$ cat src/core/clk_rst_params.svh
// Offsets, field positions, reset values and timing counts of the clock and reset block
`ifndef CLK_RST_PARAMS_SVH
`define CLK_RST_PARAMS_SVH

`define OSC_CTRL_ADDR 4'h0
`define RESET_CAUSE_ADDR 4'h4
`define CUR_GROUP_LSB 12
`define NEW_GROUP_LSB 8
`define LOCK_BIT 5
`define CLOCK_FAIL_BIT 3
`define SWITCH_EN_BIT 0
`define KEY_LO_FIRST 8'h46
`define KEY_LO_SECOND 8'h57
`define KEY_HI_FIRST 8'h78
`define KEY_HI_SECOND 8'h9A
`define CAUSE_POR 0
`define CAUSE_BOR 1
`define CAUSE_EXT_RUN 2
`define CAUSE_EXT_SLEEP 3
`define CAUSE_WATCHDOG 4
`define CAUSE_SOFT 5
`define CAUSE_TRAP 6
`define CAUSE_ILLEGAL 7
`define RESET_CAUSE_POR_VAL 8'h03
`define CLK_PERIOD_NS 5
`define NS_PER_MS 1000000
`define BIAS_DELAY_NS 10000
`define POWERUP_TIMER_SHORT_MS 4
`define POWERUP_TIMER_MID_MS 16
`define POWERUP_TIMER_LONG_MS 64
`define OST_COUNT 1024
`define FAILSAFE_WINDOW_TICKS 4
`define PIN_FILTER_CYCLES 8

`endif

$ cat src/core/clk_rst_pkg.sv
// Types shared by the clock switch, fail-safe monitor and reset sequencer
package clk_rst_pkg;
    typedef enum logic [1:0] {
        GRP_SECONDARY = 2'h0,
        GRP_FAST_RC = 2'h1,
        GRP_SLOW_RC = 2'h2,
        GRP_PRIMARY = 2'h3
    } group_t;

    typedef enum logic [3:0] {
        RS_BIAS = 4'h1,
        RS_POWERUP_TIMER = 4'h2,
        RS_WAIT = 4'h4,
        RS_RUN = 4'h8
    } rst_state_t;

    typedef enum logic [1:0] {
        SW_IDLE = 2'h1,
        SW_WAIT = 2'h2
    } sw_state_t;

    typedef struct packed {
        logic [3:0] addr;
        logic [15:0] wdata;
        logic [1:0] be;
        logic we;
        logic re;
    } bus_req_t;

    typedef struct packed {
        logic [1:0] group_select_cfg;
        logic [3:0] primary_mode_cfg;
        logic [1:0] switch_monitor_cfg;
        logic [1:0] powerup_delay_cfg;
        logic watchdog_cfg_en;
    } cfg_t;

    typedef struct packed {
        logic primary_running;
        logic secondary_running;
        logic primary_tick;
        logic pll_lock;
        logic sysclk_edge;
        logic slow_rc_tick;
        logic first_clock_phase;
    } osc_status_t;

    typedef struct packed {
        logic brownout_reset;
        logic watchdog_timeout;
        logic reset_instr;
        logic trap_lockup;
        logic illegal_op;
    } reset_req_t;
endpackage : clk_rst_pkg

$ cat src/core/clock_switch_failsafe_reset.sv
// Clock group switching, fail-safe clock monitor and power-on reset sequencing
//
// How it works
// - Slow RC on at power-up, later only if needed
// - Monitoring keeps slow RC on except Sleep
// - Clock failure traps and falls to fast RC
// - Failure loads fast RC, sets fail, clears enable
// - Watchdog clock unaffected by clock failure
// - Power-up expiry before oscillator runs traps
// - Not running, startup pending or unlocked traps
// - Four groups; primary mode from configuration
// - Current group read-only; new group requests
// - Power-on and brown-out load both group fields
// - Read-only lock and clock-fail status bits
// - Switch enable starts; clearing it aborts
// - Configuration 1x disables switching and monitor
// - Switching off: configuration selects, field reports
// - Low byte opens after 0x46 then 0x57
// - High byte opens after 0x78 then 0x9A
// - Reset causes kept apart in cause register
// - Pin reset filtered; pin never driven
// - Bias delay then selectable power-up delay
// - Release on first clock phase, reset vector
// - No clock without monitor keeps reset frozen
// - Start-up timer counts 1024 oscillator cycles
// - Code 01 selects the fast RC group
//
// Implementation choices: the placing of the registers and the plain strobed port.
`include "clk_rst_params.svh"
`timescale 1ns/1ps
`default_nettype none

module clock_switch_failsafe_reset #(
    parameter int unsigned POWERUP_TIMER_SHORT_CYC = `POWERUP_TIMER_SHORT_MS * (`NS_PER_MS / `CLK_PERIOD_NS),
    parameter int unsigned POWERUP_TIMER_MID_CYC = `POWERUP_TIMER_MID_MS * (`NS_PER_MS / `CLK_PERIOD_NS),
    parameter int unsigned POWERUP_TIMER_LONG_CYC = `POWERUP_TIMER_LONG_MS * (`NS_PER_MS / `CLK_PERIOD_NS)
) (
    input wire logic clk_sys_i,
    input wire logic sys_rst_i,
    input wire clk_rst_pkg::bus_req_t bus_i,
    output logic [15:0] rd_data_o,
    input wire clk_rst_pkg::cfg_t cfg_i,
    input wire clk_rst_pkg::osc_status_t osc_i,
    input wire clk_rst_pkg::reset_req_t rst_req_i,
    input wire logic external_reset_pin_n_i,
    input wire logic sleep_i,
    input wire logic soft_watchdog_enable_i,
    output logic external_reset_pin_o,
    output logic external_reset_pin_oe_o,
    output logic system_reset_o,
    output logic reset_vector_o,
    output logic clock_fail_trap_o,
    output logic slow_rc_enable_o,
    output logic [1:0] clock_group_o,
    output logic [3:0] primary_mode_o
);
    import clk_rst_pkg::*;

    localparam int unsigned BIAS_CYC = (`BIAS_DELAY_NS + `CLK_PERIOD_NS - 1) / `CLK_PERIOD_NS;

    group_t current_group;
    group_t new_group;
    logic switch_enable;
    logic clock_fail_flag;
    logic [7:0] reset_cause;
    rst_state_t rst_state;
    sw_state_t sw_state;
    logic [23:0] delay_cnt;
    logic [10:0] ost_cnt;
    logic [2:0] window_cnt;
    logic [3:0] pin_low_cnt;
    logic ext_reset_active;
    logic [1:0] key_seen;
    logic [1:0] unlock_open;
    logic [1:0] lane_accept;
    logic ctrl_hit;
    logic switch_allowed;
    logic monitor_en;
    logic ost_done;
    logic powerup_expire;
    logic fail_detect;
    logic startup_fail;
    logic fallback;
    logic other_reset;
    logic watchdog_on;
    logic [23:0] powerup_timer_cyc;

    // Configuration 1x turns off both switching and monitoring
    assign switch_allowed = !cfg_i.switch_monitor_cfg[1];
    assign monitor_en = (cfg_i.switch_monitor_cfg == 2'h0);
    assign ctrl_hit = (bus_i.addr == `OSC_CTRL_ADDR);
    assign ost_done = (ost_cnt == 11'(`OST_COUNT));
    assign watchdog_on = cfg_i.watchdog_cfg_en | soft_watchdog_enable_i;
    assign other_reset = ext_reset_active | (rst_req_i.watchdog_timeout & !sleep_i)
        | rst_req_i.reset_instr | rst_req_i.trap_lockup | rst_req_i.illegal_op;

    // Whether a group's oscillator is ready to be the system clock
    function automatic logic group_ready(input group_t g);
        logic pll_needed;
        pll_needed = cfg_i.primary_mode_cfg[2] & (cfg_i.primary_mode_cfg[1] | cfg_i.primary_mode_cfg[0]);
        case (g)
            GRP_PRIMARY: group_ready = osc_i.primary_running
                & (cfg_i.primary_mode_cfg[3] | ost_done) & (!pll_needed | osc_i.pll_lock);
            GRP_SECONDARY: group_ready = osc_i.secondary_running;
            default: group_ready = 1'b1;
        endcase
    endfunction : group_ready

    always_comb begin
        case (cfg_i.powerup_delay_cfg)
            2'h1: powerup_timer_cyc = 24'(POWERUP_TIMER_SHORT_CYC);
            2'h2: powerup_timer_cyc = 24'(POWERUP_TIMER_MID_CYC);
            2'h3: powerup_timer_cyc = 24'(POWERUP_TIMER_LONG_CYC);
            default: powerup_timer_cyc = 24'h000000;
        endcase
    end

    assign powerup_expire = (delay_cnt == 24'h000000)
        && ((rst_state == RS_POWERUP_TIMER) || (rst_state == RS_BIAS && powerup_timer_cyc == 24'h000000));
    assign startup_fail = powerup_expire && monitor_en && !group_ready(current_group);
    assign fail_detect = monitor_en && !sleep_i && (rst_state == RS_RUN) && osc_i.slow_rc_tick
        && !osc_i.sysclk_edge && (window_cnt == 3'(`FAILSAFE_WINDOW_TICKS - 1));
    assign fallback = fail_detect | startup_fail;

    // Reset pin noise filter; the pin is only ever an input here
    always_ff @(posedge clk_sys_i) begin
        if (sys_rst_i || external_reset_pin_n_i) begin
            pin_low_cnt <= 4'h0;
        end else if (pin_low_cnt != 4'(`PIN_FILTER_CYCLES)) begin
            pin_low_cnt <= pin_low_cnt + 4'h1;
        end
    end
    assign ext_reset_active = (pin_low_cnt == 4'(`PIN_FILTER_CYCLES));
    assign external_reset_pin_o = 1'b0;
    assign external_reset_pin_oe_o = 1'b0;

    // Power-on sequence: bias delay, power-up delay, first clock phase
    always_ff @(posedge clk_sys_i) begin
        reset_vector_o <= 1'b0;
        if (sys_rst_i || rst_req_i.brownout_reset) begin
            rst_state <= RS_BIAS;
            delay_cnt <= 24'(BIAS_CYC - 1);
            system_reset_o <= 1'b1;
        end else begin
            case (rst_state)
                RS_BIAS: begin
                    if (delay_cnt != 24'h000000) begin
                        delay_cnt <= delay_cnt - 24'h000001;
                    end else if (powerup_timer_cyc == 24'h000000) begin
                        rst_state <= RS_WAIT;
                    end else begin
                        rst_state <= RS_POWERUP_TIMER;
                        delay_cnt <= powerup_timer_cyc - 24'h000001;
                    end
                end
                RS_POWERUP_TIMER: begin
                    if (delay_cnt != 24'h000000) begin
                        delay_cnt <= delay_cnt - 24'h000001;
                    end else begin
                        rst_state <= RS_WAIT;
                    end
                end
                RS_WAIT: begin
                    // Without a clock no phase arrives and reset stays frozen
                    if (!other_reset && osc_i.first_clock_phase) begin
                        rst_state <= RS_RUN;
                        system_reset_o <= 1'b0;
                        reset_vector_o <= 1'b1;
                    end
                end
                RS_RUN: begin
                    if (other_reset) begin
                        rst_state <= RS_WAIT;
                        system_reset_o <= 1'b1;
                    end
                end
                default: begin
                    rst_state <= RS_BIAS;
                    delay_cnt <= 24'(BIAS_CYC - 1);
                    system_reset_o <= 1'b1;
                end
            endcase
        end
    end

    // Reset cause flags; hardware set wins over software clear
    always_ff @(posedge clk_sys_i) begin
        if (sys_rst_i) begin
            reset_cause <= `RESET_CAUSE_POR_VAL;
        end else begin
            logic [7:0] set;
            logic [7:0] clr;
            set = 8'h00;
            set[`CAUSE_BOR] = rst_req_i.brownout_reset;
            set[`CAUSE_EXT_RUN] = ext_reset_active & !sleep_i;
            set[`CAUSE_EXT_SLEEP] = ext_reset_active & sleep_i;
            set[`CAUSE_WATCHDOG] = rst_req_i.watchdog_timeout & !sleep_i;
            set[`CAUSE_SOFT] = rst_req_i.reset_instr;
            set[`CAUSE_TRAP] = rst_req_i.trap_lockup;
            set[`CAUSE_ILLEGAL] = rst_req_i.illegal_op;
            clr = (bus_i.we && bus_i.be[0] && bus_i.addr == `RESET_CAUSE_ADDR) ? bus_i.wdata[7:0] : 8'h00;
            reset_cause <= (reset_cause & ~clr) | set;
        end
    end

    // Two-key unlock per byte lane, open for exactly one cycle
    genvar lane;
    generate
        for (lane = 0; lane < 2; lane++) begin : g_unlock
            localparam logic [7:0] KEY_FIRST = (lane == 0) ? `KEY_LO_FIRST : `KEY_HI_FIRST;
            localparam logic [7:0] KEY_SECOND = (lane == 0) ? `KEY_LO_SECOND : `KEY_HI_SECOND;
            logic lane_write;
            assign lane_write = bus_i.we && ctrl_hit && bus_i.be[lane];
            assign lane_accept[lane] = lane_write && unlock_open[lane];
            always_ff @(posedge clk_sys_i) begin
                if (sys_rst_i) begin
                    key_seen[lane] <= 1'b0;
                    unlock_open[lane] <= 1'b0;
                end else begin
                    key_seen[lane] <= lane_write && bus_i.wdata[lane*8 +: 8] == KEY_FIRST;
                    unlock_open[lane] <= lane_write && key_seen[lane]
                        && bus_i.wdata[lane*8 +: 8] == KEY_SECOND;
                end
            end
        end
    endgenerate

    // Oscillator start-up timer, restarted whenever the oscillator stops
    always_ff @(posedge clk_sys_i) begin
        if (sys_rst_i || rst_req_i.brownout_reset || sleep_i || !osc_i.primary_running) begin
            ost_cnt <= 11'h000;
        end else if (osc_i.primary_tick && !ost_done) begin
            ost_cnt <= ost_cnt + 11'h001;
        end
    end

    // Fail-safe window: slow RC ticks seen since the last system clock edge
    always_ff @(posedge clk_sys_i) begin
        if (sys_rst_i || !monitor_en || sleep_i || osc_i.sysclk_edge || fallback) begin
            window_cnt <= 3'h0;
        end else if (osc_i.slow_rc_tick) begin
            window_cnt <= window_cnt + 3'h1;
        end
    end

    // Slow RC stays on before expiry, then only when needed
    always_ff @(posedge clk_sys_i) begin
        if (sys_rst_i) begin
            slow_rc_enable_o <= 1'b1;
        end else begin
            // Failure never touches the watchdog term
            slow_rc_enable_o <= (rst_state == RS_BIAS) || (rst_state == RS_POWERUP_TIMER)
                || (monitor_en && !sleep_i)
                || watchdog_on
                || (current_group == GRP_SLOW_RC);
        end
    end

    // Oscillator control: groups, switch sequence, fail-safe fallback
    always_ff @(posedge clk_sys_i) begin
        clock_fail_trap_o <= 1'b0;
        if (sys_rst_i || rst_req_i.brownout_reset) begin
            current_group <= group_t'(cfg_i.group_select_cfg);
            new_group <= group_t'(cfg_i.group_select_cfg);
            switch_enable <= 1'b0;
            clock_fail_flag <= 1'b0;
            sw_state <= SW_IDLE;
        end else if (fallback) begin
            current_group <= GRP_FAST_RC;
            clock_fail_flag <= 1'b1;
            switch_enable <= 1'b0;
            clock_fail_trap_o <= 1'b1;
            sw_state <= SW_IDLE;
        end else begin
            if (lane_accept[1] && switch_allowed) begin
                new_group <= group_t'(bus_i.wdata[`NEW_GROUP_LSB +: 2]);
            end
            if (lane_accept[0] && switch_allowed) begin
                switch_enable <= bus_i.wdata[`SWITCH_EN_BIT];
            end
            case (sw_state)
                SW_IDLE: begin
                    if (switch_enable && switch_allowed) begin
                        if (new_group == current_group) begin
                            switch_enable <= 1'b0;
                        end else begin
                            sw_state <= SW_WAIT;
                        end
                    end
                end
                SW_WAIT: begin
                    if (!switch_enable) begin
                        sw_state <= SW_IDLE;
                    end else if (group_ready(new_group)) begin
                        current_group <= new_group;
                        switch_enable <= 1'b0;
                        sw_state <= SW_IDLE;
                    end
                end
                default: sw_state <= SW_IDLE;
            endcase
        end
    end

    assign clock_group_o = current_group;
    assign primary_mode_o = cfg_i.primary_mode_cfg;

    // Register reads, answered one cycle after the strobe
    always_ff @(posedge clk_sys_i) begin
        if (sys_rst_i) begin
            rd_data_o <= 16'h0000;
        end else if (bus_i.re) begin
            rd_data_o <= 16'h0000;
            if (ctrl_hit) begin
                rd_data_o[`CUR_GROUP_LSB +: 2] <= current_group;
                rd_data_o[`NEW_GROUP_LSB +: 2] <= new_group;
                rd_data_o[`LOCK_BIT] <= osc_i.pll_lock;
                rd_data_o[`CLOCK_FAIL_BIT] <= clock_fail_flag;
                rd_data_o[`SWITCH_EN_BIT] <= switch_enable;
            end else if (bus_i.addr == `RESET_CAUSE_ADDR) begin
                rd_data_o[7:0] <= reset_cause;
            end
        end
    end
endmodule : clock_switch_failsafe_reset

`default_nettype wire

$ cat config.mk
export PLATFORM = sky130hd
export DESIGN_NAME = clock_switch_failsafe_reset
export DESIGN_NICKNAME = d
export VERILOG_FILES = /design/src/core/clk_rst_pkg.sv /design/src/core/clock_switch_failsafe_reset.sv
export VERILOG_INCLUDE_DIRS = /design/src /design/src/core
export SDC_FILE = /design/constraint.sdc
export NUM_CORES = 1
export LEC_CHECK = 0
export BUFFER_PORTS_ARGS = -buffer_cell sky130_fd_sc_hd__buf_2
export CAP_MARGIN = 5
export CORE_ASPECT_RATIO = 0.5
export CORE_MARGIN = 2
export CORE_UTILIZATION = 35
export DETAILED_ROUTE_END_ITERATION = 12
export SYNTH_ARGS = -nofsm -noshare
export SYNTH_HDL_FRONTEND = slang
export SYNTH_SLANG_ARGS = --single-unit
$ cat constraint.sdc
create_clock -name clk_sys_i -period 2 [get_ports clk_sys_i]
set_input_delay 0.4 -clock clk_sys_i [delete_from_list [all_inputs] [get_ports clk_sys_i]]
set_output_delay 0.4 -clock clk_sys_i [all_outputs]
set_load 0.02 [all_outputs]
==> flow_summary.ini, run 1 <==
[global_routing]
grt.overflow.total = 0
grt_util_all_layers = 0.2115
grt_max_degree = 25
first_global_vias = 4904
antenna_found_initial = 0
grt_pass1_wl_um = 24780

[outcome]
status = finished, violations left
violations = negative setup slack

[critical_path]
path_cells = or4_4 > buf_6 > nor2_4 > a31oi_1 > buf_4 > buf_4 > buf_4 > o32a_1
cp_max_fo = 6
required_ns = 2.23
criticalPathCategory = reg -> reg
path_common_cell = buf_4
max_stage_delay_ns = 0.58
start_kind = register
end_kind = register
cp_slowest_cell = or4_4
arrival_ns = 2.29

[cts]
htreeDepth = 3
clk_path_buf_depth = 2
numCtsBuffers = 9
clk_pin_slew_worst_paths_ns = 0.06
cts_tree = built
root_buffer = clkbuf_16
clk_latency_ns = 0.34
cts.sinks = 82

[sta]
hold_viol = 0
fmax_mhz = 484.4
setup_violations = 13
period_share = 1.032
fin_crit_ns = 2.065
fin_ws_ns = -0.06453
rsz0062_at_grt = true
finalMaxSlewViolations = 0
fin_skew_ns = 0.008304

[synthesis]
avgSynthCellArea_sq_um = 8.199
synthMuxAreaShare = 0.008536
synth-xor-area-share = 0.04346
yosys_warnings = 0
synth_seq_cells = 82
synth_top_family_by_area = simple AND/OR/NAND/NOR gates
synthSimpleGateAreaFrac = 0.2905
synth_area_sq_um = 4837
synth_flop_cell = dfxtp_1
ys_types = 75
synth_fa_ha_area_frac = 0.05432
async_flop_share = 0
synth_edf_count = 4
ys_seq_area_frac = 0.3476
synth_cells = 590
synth_compound_area_frac = 0.1958

[pwr]
p_clk_frac = 0.442
swShare = 0.2505
p_int_w = 0.002802
p_per_area_nw_per_um2 = 541.5
irDropWorstVdd_mv = 0.4260
p_leak_nw = 2.893
p_comb_frac = 0.107
power_switching_w = 0.0009362
seqPwrFrac = 0.451
p_total_w = 0.003738

[cells_and_area]
nets = 857
stdcell_count = 965
area_growth_pct = 42.71
diodes = 0
drive_above_1_share = 0.3714
fin_util = 0.5108

[die]
ios = 80
die-area_sq_um = 14830
start_util = 0.3580
fp.dieH_um = 87.13
core_sq_um = 13510
die_w_um = 170.3
num_rows = 30

[placed_design]
hpwl_um = 11780
io_buffers = 73
place_inst = 942
place.gp.congestion = 0.9424

[detailed_routing]
avgViaCountPerCell = 5.333
drcViolationCount = 0
totalWireLength_um = 15470
routedWlPerCell_um = 16.03
ant_nets = 0
dr.first_iter.drc_count = 323
drt_first_pass_iters = 5
vias = 5146

[hold_path]
worstHoldPathType = in -> reg

[flow_run]
drv_cap = 0
## critical path, delay by kind of cell (launching register included)
family	cells	cell delay, ns
AND/OR/NAND/NOR	2	0.67
buffers and inverters	4	0.59
AO/OA/AOI/OAI	2	0.38
flip-flops	1	0.31
## timing repair
action,CTS,global route
pin swaps,5,10
setup endpoints to repair,22,36
setup buffers,2,5
cloned,0,0
hold buffers,0,0
resized for setup,17,45
## per-layer routing
layer / vias to the layer above / GRT usage / routed length, um
met5: - / 0 / 0
met4: 0 / 0.05284 / 255
met3: 33 / 0.03953 / 780
met2: 145 / 0.3625 / 7277
met1: 2428 / 0.2773 / 7153
li1: 2540 / - / -
## area by class of cell
type	instances	area (sq um)
Clock buffer	12	267.8
Clock inverter	4	31.28
Fill cell	1289	6610
Inverter	27	101.3
Multi-Input combinational cell	450	3151
Sequential cell	82	1689
Tap cell	176	220.2
Timing Repair Buffer	214	1443
## power by group through the flow
| stage | Combinational, W | Sequential [W] | Clock (W) |
|---|---|---|---|
| floorplan | 0.000176 | 0.00173 | 0 |
| global placement | 0.000374 | 0.00172 | 0 |
| detailed placement | 0.000380 | 0.00172 | 0 |
| CTS | 0.000387 | 0.00168 | 0.00169 |
| global route | 0.000435 | 0.00169 | 0.00177 |
| finish | 0.000400 | 0.00168 | 0.00165 |
## flip-flops by register name, summed over array words and instances, names as in the netlist, 2 cells and up
register       flops
delay_cnt         24
key_seen           2
window_cnt         3
clock_group_o      2
unlock_open        2
pin_low_cnt        4
ost_cnt           11
rd_data_o         12
new_group          2
rst_state          4
sw_state           2
reset_cause        8
## layout by cell type, fill, tap and decap left out, types with 6 or more instances in the layout
master	synthesis	final
and3_1	6	6
nor3_1	24	19
buf_4	10	136
nor2_1	54	51
o21ai_0	13	12
ha_1	21	20
o21a_1	8	8
xnor2_1	10	10
a211oi_1	8	8
nand4_1	11	11
nor4_1	16	12
or3_1	8	7
dfxtp_1	78	72
nand3_1	30	29
nand2b_1	15	15
nor4_2	4	6
inv_1	27	23
buf_2	9	73
clkbuf_16	0	10
xor2_1	14	14
o21ai_1	13	11
conb_1	1	6
a21oi_1	39	37
nand2_1	49	49
dfxtp_2	0	6
## synth_stat cells (5+ instances only)
cell	number	area [sq um]
buf_2	9	45.04
dfxtp_1	78	1562
buf_4	10	75.07
a31oi_1	5	31.28
o21ai_1	13	65.06
xor2_1	14	122.6
clkbuf_1	16	60.06
a21oi_1	39	195.2
o21ai_0	13	65.06
nand2_1	49	183.9
and2_1	5	31.28
or3_1	8	50.05
o21a_1	8	60.06
nand3_1	30	150.1
inv_1	27	101.4
nor3_1	24	120.1
nand2b_1	15	93.84
ha_1	21	262.8
a211oi_1	8	60.06
nor2_1	54	202.7
o32a_1	5	50.05
and3_1	6	37.54
nor3b_1	5	37.54
xnor2_1	10	87.58
nor4_1	16	100.1
nand4_1	11	68.82
## final timing paths
path / slack (ns) / startpoint / cells after the start / to
worst min register to register: 0.45 / key_seen[1]$_SDFF_PP0_ / 2 / unlock_open[1]$_SDFF_PP0_
worst max register to register: -0.06 / delay_cnt[18]$_SDFFE_PN0P_ / 8 / delay_cnt[2]$_SDFFE_PN1P_
worst min-delay path: 0.28 / bus_i[8] / 2 / key_seen[0]$_SDFF_PP0_
worst max-delay path: -0.06 / delay_cnt[18]$_SDFFE_PN0P_ / 8 / delay_cnt[2]$_SDFFE_PN1P_
## cell families after synthesis
family | count (synthesis)
other cells | 1
buf+inv | 63
xor+xnor | 24
flops | 82
simple gates | 257
fa+ha+maj | 21
mux | 4
compound gates | 138
## stage by stage
stage | cell area (sq um) | hold WS, ns | worst slack (ns) | setup TNS (ns)
6_report | 6903 | 0.2773 | -0.06453 | -0.5426
3_3_place_gp | 6292 | 0.4299 | -0.1760 | -1.577
2_1_floorplan | 4882 | 0.4204 | -0.07142 | -0.2599
5_1_grt | 6903 | 0.2735 | -0.1163 | -1.597
4_1_cts | 6695 | 0.2670 | -0.06161 | -0.3672
3_5_place_dp | 6292 | 0.4325 | -0.2345 | -2.293
(Power assumes the default switching activity.)
==> run 2: changes to the inputs <==
- CTS_BUF_LIST: not set -> sky130_fd_sc_hd__clkbuf_16
- clock period: 2 -> 2.5 ns (I/O delays scaled with it)
==> flow_summary.ini, run 2 (synthesis gave the netlist of run 1 again) <==
[cts]
numCtsBuffers = 9
cts.sinks = 82
root_buffer = clkbuf_16
cts_hold_buf = 0
cts_tree = built
clk_latency_ns = 0.34
cts_resized = 0
htreeDepth = 3
clk_path_buf_depth = 2
cts_setup_buffers = 0
clk_pin_slew_worst_paths_ns = 0.07

[cells_and_area]
top_regs = delay_cnt x24, rd_data_o x12, ost_cnt x11
top_register = delay_cnt
area_growth_pct = 22.30
fin_util = 0.4378
drive_above_1_share = 0.2251
largest_reg_flops = 24
final_cell_mix = dfxtp_1 (78), buf_2 (73), nor2_1 (53)
diodes = 0
final_cell_area_sq_um = 5916
final_common_cell = dfxtp_1
nets = 762

[detailed_routing]
totalWireLength_um = 13850
routedWlPerCell_um = 15.93
vias = 4762
ant_nets = 0
drt_first_pass_iters = 6
drcViolationCount = 0
dr.first_iter.drc_count = 388
avgViaCountPerCell = 5.480

[critical_path]
cp_slowest_cell = or4_4
start_kind = register
critPathTopFamily = simple AND/OR/NAND/NOR gates
worst-path-buf-inv = 1
reg2reg_from = delay_cnt[15]$_SDFFE_PN0P_
required_ns = 2.56
criticalPathCategory = reg -> reg
arrival_ns = 2.33
cp_max_fo = 7
critPathLaunch = delay_cnt[15]$_SDFFE_PN0P_
path_cells = or4_4 > nor3_1 > nand3_1 > o21ai_2 > buf_4 > or3_1
max_stage_delay_ns = 0.56
end_kind = register

[die]
num_rows = 30
die_w_um = 170.3
die-area_sq_um = 14830
fp.dieH_um = 87.13
ios = 80
start_util = 0.3580
core_sq_um = 13510

[sta]
setup_tns_ns = 0
fin_crit_ns = 2.276
fmax_mhz = 439.3
period_share = 0.9105
setup_violations = 0
max_slew.worst_pin.slew_ns = 0.6181
rsz0062_at_grt = false
finalMaxSlewViolations = 0
hold_viol = 0
fin_skew_ns = 0.01144
relSlewSlack = 0.5841

[outcome]
status = finished clean

[global_routing]
grt_max_degree = 30
first_global_vias = 4376
antenna_found_initial = 0
grt_util_all_layers = 0.1877
grt.overflow.total = 0
grt_pass1_wl_um = 22110

[pwr]
p_total_w = 0.003002
p_per_area_nw_per_um2 = 507.5
irDropWorstVdd_mv = 0.3234
p_leak_nw = 2.348

[flow_run]
drv_cap = 0

[placed_design]
place_area_sq_um = 5605
io_buffers = 73
place.gp.congestion = 0.9436
hpwl_um = 10400

[hold_path]
worstHoldPathType = in -> reg
hp-start = bus_i[8]
run 2: changes by cell type in the layout (fill, tap and decap cells not counted), sizes merged:
cell | before | now
buf | 214 | 119
clkbuf | 12 | 10
inv | 29 | 28
clkinv | 1 | 2
bufinv | 0 | 1
run 2: power by group:
part / switching, W / internal [W] / total [W]
Clock: 0.000559 / 0.000833 / 0.00139
Combinational: 0.000158 / 0.000102 / 0.000260
Sequential: 0.0000146 / 0.00134 / 0.00135
run 2: layout make-up:
| class | count | area [sq um] |
|---|---|---|
| Inverter | 27 | 101.3 |
| Timing Repair Buffer | 119 | 710.7 |
| Fill cell | 1367 | 7597 |
| Sequential cell | 82 | 1682 |
| Tap cell | 176 | 220.2 |
| Clock inverter | 5 | 60.06 |
| Clock buffer | 10 | 250.2 |
| Multi-Input combinational cell | 450 | 2892 |
run 2: worst reg2reg max path: cells and delay by family (launching register included):
family,cells,cell delay (ns)
flops,1,0.36
buf+inv,1,0.18
simple gates,4,1.23
compound gates,1,0.23
run 2: final timing paths:
kind / to / slack, ns / cells past startpoint
hold reg to reg: unlock_open[1]$_SDFF_PP0_ / 0.44 / 2
hold / removal: key_seen[0]$_SDFF_PP0_ / 0.36 / 2
setup / recovery: clock_group_o[1]$_DFFE_PP_ / 0.22 / 6
setup reg to reg: clock_group_o[1]$_DFFE_PP_ / 0.22 / 6
run 2: routing by layer:
metal	routed length (um)	global-route usage	vias up
met5	0	0	-
met1	6757	0.2535	2203
li1	-	-	2351
met3	898	0.03862	18
met4	186	0.04895	0
met2	6002	0.3082	190
run 2: per-stage QoR:
stage / setup slack (ns) / hold WS [ns] / cells
after global placement: 0.1619 / 0.4358 / 854
after floorplan: 0.2814 / 0.4204 / 595
after detailed placement: 0.09649 / 0.4349 / 854
after global routing: 0.07718 / 0.3526 / 869
after CTS: 0.2404 / 0.3525 / 869
final: 0.2237 / 0.3602 / 869
==> run 3: changes to the inputs <==
- GPL_TIMING_DRIVEN: not set -> 0
==> flow_summary.ini, run 3 (synthesis gave the netlist of run 1 again) <==
[cells_and_area]
area_growth_pct = 20.72
largest_reg_flops = 24
stdcell_count = 862
top_register = delay_cnt
drive_above_1_share = 0.2114
diodes = 0
final_cell_mix = buf_2 (82), dfxtp_1 (78), nor2_1 (53)
final_cell_area_sq_um = 5839
nets = 754
top_regs = delay_cnt x24, rd_data_o x12, ost_cnt x11
final_common_cell = buf_2

[critical_path]
required_ns = 2.74
start_kind = register
r2r_slack_ns = 0.07
critPathTopFamily = simple AND/OR/NAND/NOR gates
reg2reg_from = delay_cnt[18]$_SDFFE_PN0P_
reg2reg_depth = 7
critPathLaunch = delay_cnt[18]$_SDFFE_PN0P_
path_common_cell = buf_2
max_stage_delay_ns = 0.59
cp_slowest_cell = or4_4
r2r-end = delay_cnt[23]$_SDFFE_PN0P_
cp_max_fo = 10
end_kind = register
cp-endpoint = delay_cnt[23]$_SDFFE_PN0P_
arrival_ns = 2.67
path_cells = buf_2 > or4_4 > nor2_2 > a31o_2 > buf_2 > nor2_1 > a32o_1
criticalPathCategory = reg -> reg
cp_num_cells = 7
worst-path-buf-inv = 2

[placed_design]
place.gp.congestion = 0.9546
place_inst = 844
io_buffers = 73
place_area_sq_um = 5441
hpwl_um = 10630

[cts]
clk_path_buf_depth = 2
htreeDepth = 3
cts.sinks = 82
root_buffer = clkbuf_16
clk_latency_ns = 0.35
cts_tree = built
numCtsBuffers = 9
clk_pin_slew_worst_paths_ns = 0.07

[detailed_routing]
dr.first_iter.drc_count = 357
drcViolationCount = 0
vias = 4810
drt_first_pass_iters = 4
ant_nets = 0
routedWlPerCell_um = 16.68
totalWireLength_um = 14370
avgViaCountPerCell = 5.580

[die]
fp.dieH_um = 87.13
start_util = 0.3580
ios = 80
num_rows = 30
die-area_sq_um = 14830
die_w_um = 170.3
core_sq_um = 13510

[sta]
period_share = 0.9714
setup_tns_ns = 0
rsz0062_at_grt = true
max_slew.worst_pin.slew_ns = 0.9924
setup_violations = 0
hold_viol = 0
fin_skew_ns = 0.006459
relSlewSlack = 0.3329
fmax_mhz = 411.8
finalMaxSlewViolations = 0
fin_crit_ns = 2.429

[pwr]
irDropWorstVdd_mv = 0.3350
p_per_area_nw_per_um2 = 510.9
p_leak_nw = 2.249

[global_routing]
first_global_vias = 4307
grt_max_degree = 16
grt_util_all_layers = 0.1977
grt_pass1_wl_um = 22870
grt.overflow.total = 0
antenna_found_initial = 0

[hold_path]
worstHoldPathType = in -> reg

[outcome]
status = finished clean

[flow_run]
drv_cap = 0
==> run 3: cell count changes in the layout (fill, tap and decap cells not counted), moves of 4 or more <==
cell	before	now
buf_2	73	82
buf_4	46	12
nor3_1	24	20
nor3_2	0	4
clkbuf_1	0	15
==> run 3: final cells by class <==
| cell class | instances | area [sq um] |
|---|---|---|
| tap | 176 | 220.2 |
| timing repair buffer | 75 | 380.4 |
| inverter | 27 | 101.3 |
| clock inverter | 7 | 73.82 |
| fill | 1354 | 7674 |
| buffer | 36 | 185.2 |
| clock buffer | 9 | 225.2 |
| multi-input combinational | 450 | 2972 |
| sequential | 82 | 1682 |
==> run 3: how the worst min path moves through the flow <==
stage,cells past startpoint,end,slack [ns],startpoint
after floorplan,2,unlock_open[0]$_SDFF_PP0_,0.42,key_seen[0]$_SDFF_PP0_
after global placement,1,reset_cause[0]$_SDFF_PP1_,0.44,reset_cause[0]$_SDFF_PP1_
after detailed placement,2,unlock_open[0]$_SDFF_PP0_,0.43,key_seen[0]$_SDFF_PP0_
after CTS,2,key_seen[0]$_SDFF_PP0_,0.36,bus_i[8]
after global routing,2,pin_low_cnt[2]$_SDFFE_PP0P_,0.36,external_reset_pin_n_i
final,2,key_seen[0]$_SDFF_PP0_,0.36,bus_i[8]
==> run 3: metal layers <==
metal / vias up / GRT usage / wire [um]
met5: - / 0 / 0
li1: 2334 / - / -
met3: 22 / 0.04453 / 905
met1: 2275 / 0.2676 / 6903
met2: 179 / 0.3152 / 6300
met4: 0 / 0.06294 / 265
==> run 3: power by group <==
| part | internal (W) | total (W) | switching, W |
|---|---|---|---|
| registers | 0.00134 | 0.00136 | 0.0000209 |
| logic | 0.000101 | 0.000258 | 0.000157 |
| clock network | 0.000782 | 0.00137 | 0.000586 |
| total | 0.00222 | 0.00298 | 0.000764 |
==> run 3: repair_timing <==
action,in CTS,in global routing
hold buffers,0,0
setup buffers,0,2
resized for setup,2,16
setup endpoints to repair,4,26
==> run 3: metrics by stage <==
step	utilization	hold WS (ns)	setup WS [ns]	power, W
floorplan	-	0.4204	0.2814	0.001525
global placement	0.4027	0.4355	-0.06432	0.001636
detailed placement	0.4027	0.4283	-0.1618	0.001641
CTS	0.4257	0.3571	0.03133	0.003000
global route	0.4321	0.3607	-0.05546	0.003090
finish	0.4321	0.3601	0.07150	0.002983
==> run 3: worst reg2reg max path, cell delays in order (launching register included) <==
cell and delay [ns]:
dfxtp_1 0.29, buf_2 0.16, or4_4 0.59, nor2_2 0.40, a31o_2 0.30, buf_2 0.28
nor2_1 0.07, a32o_1 0.23
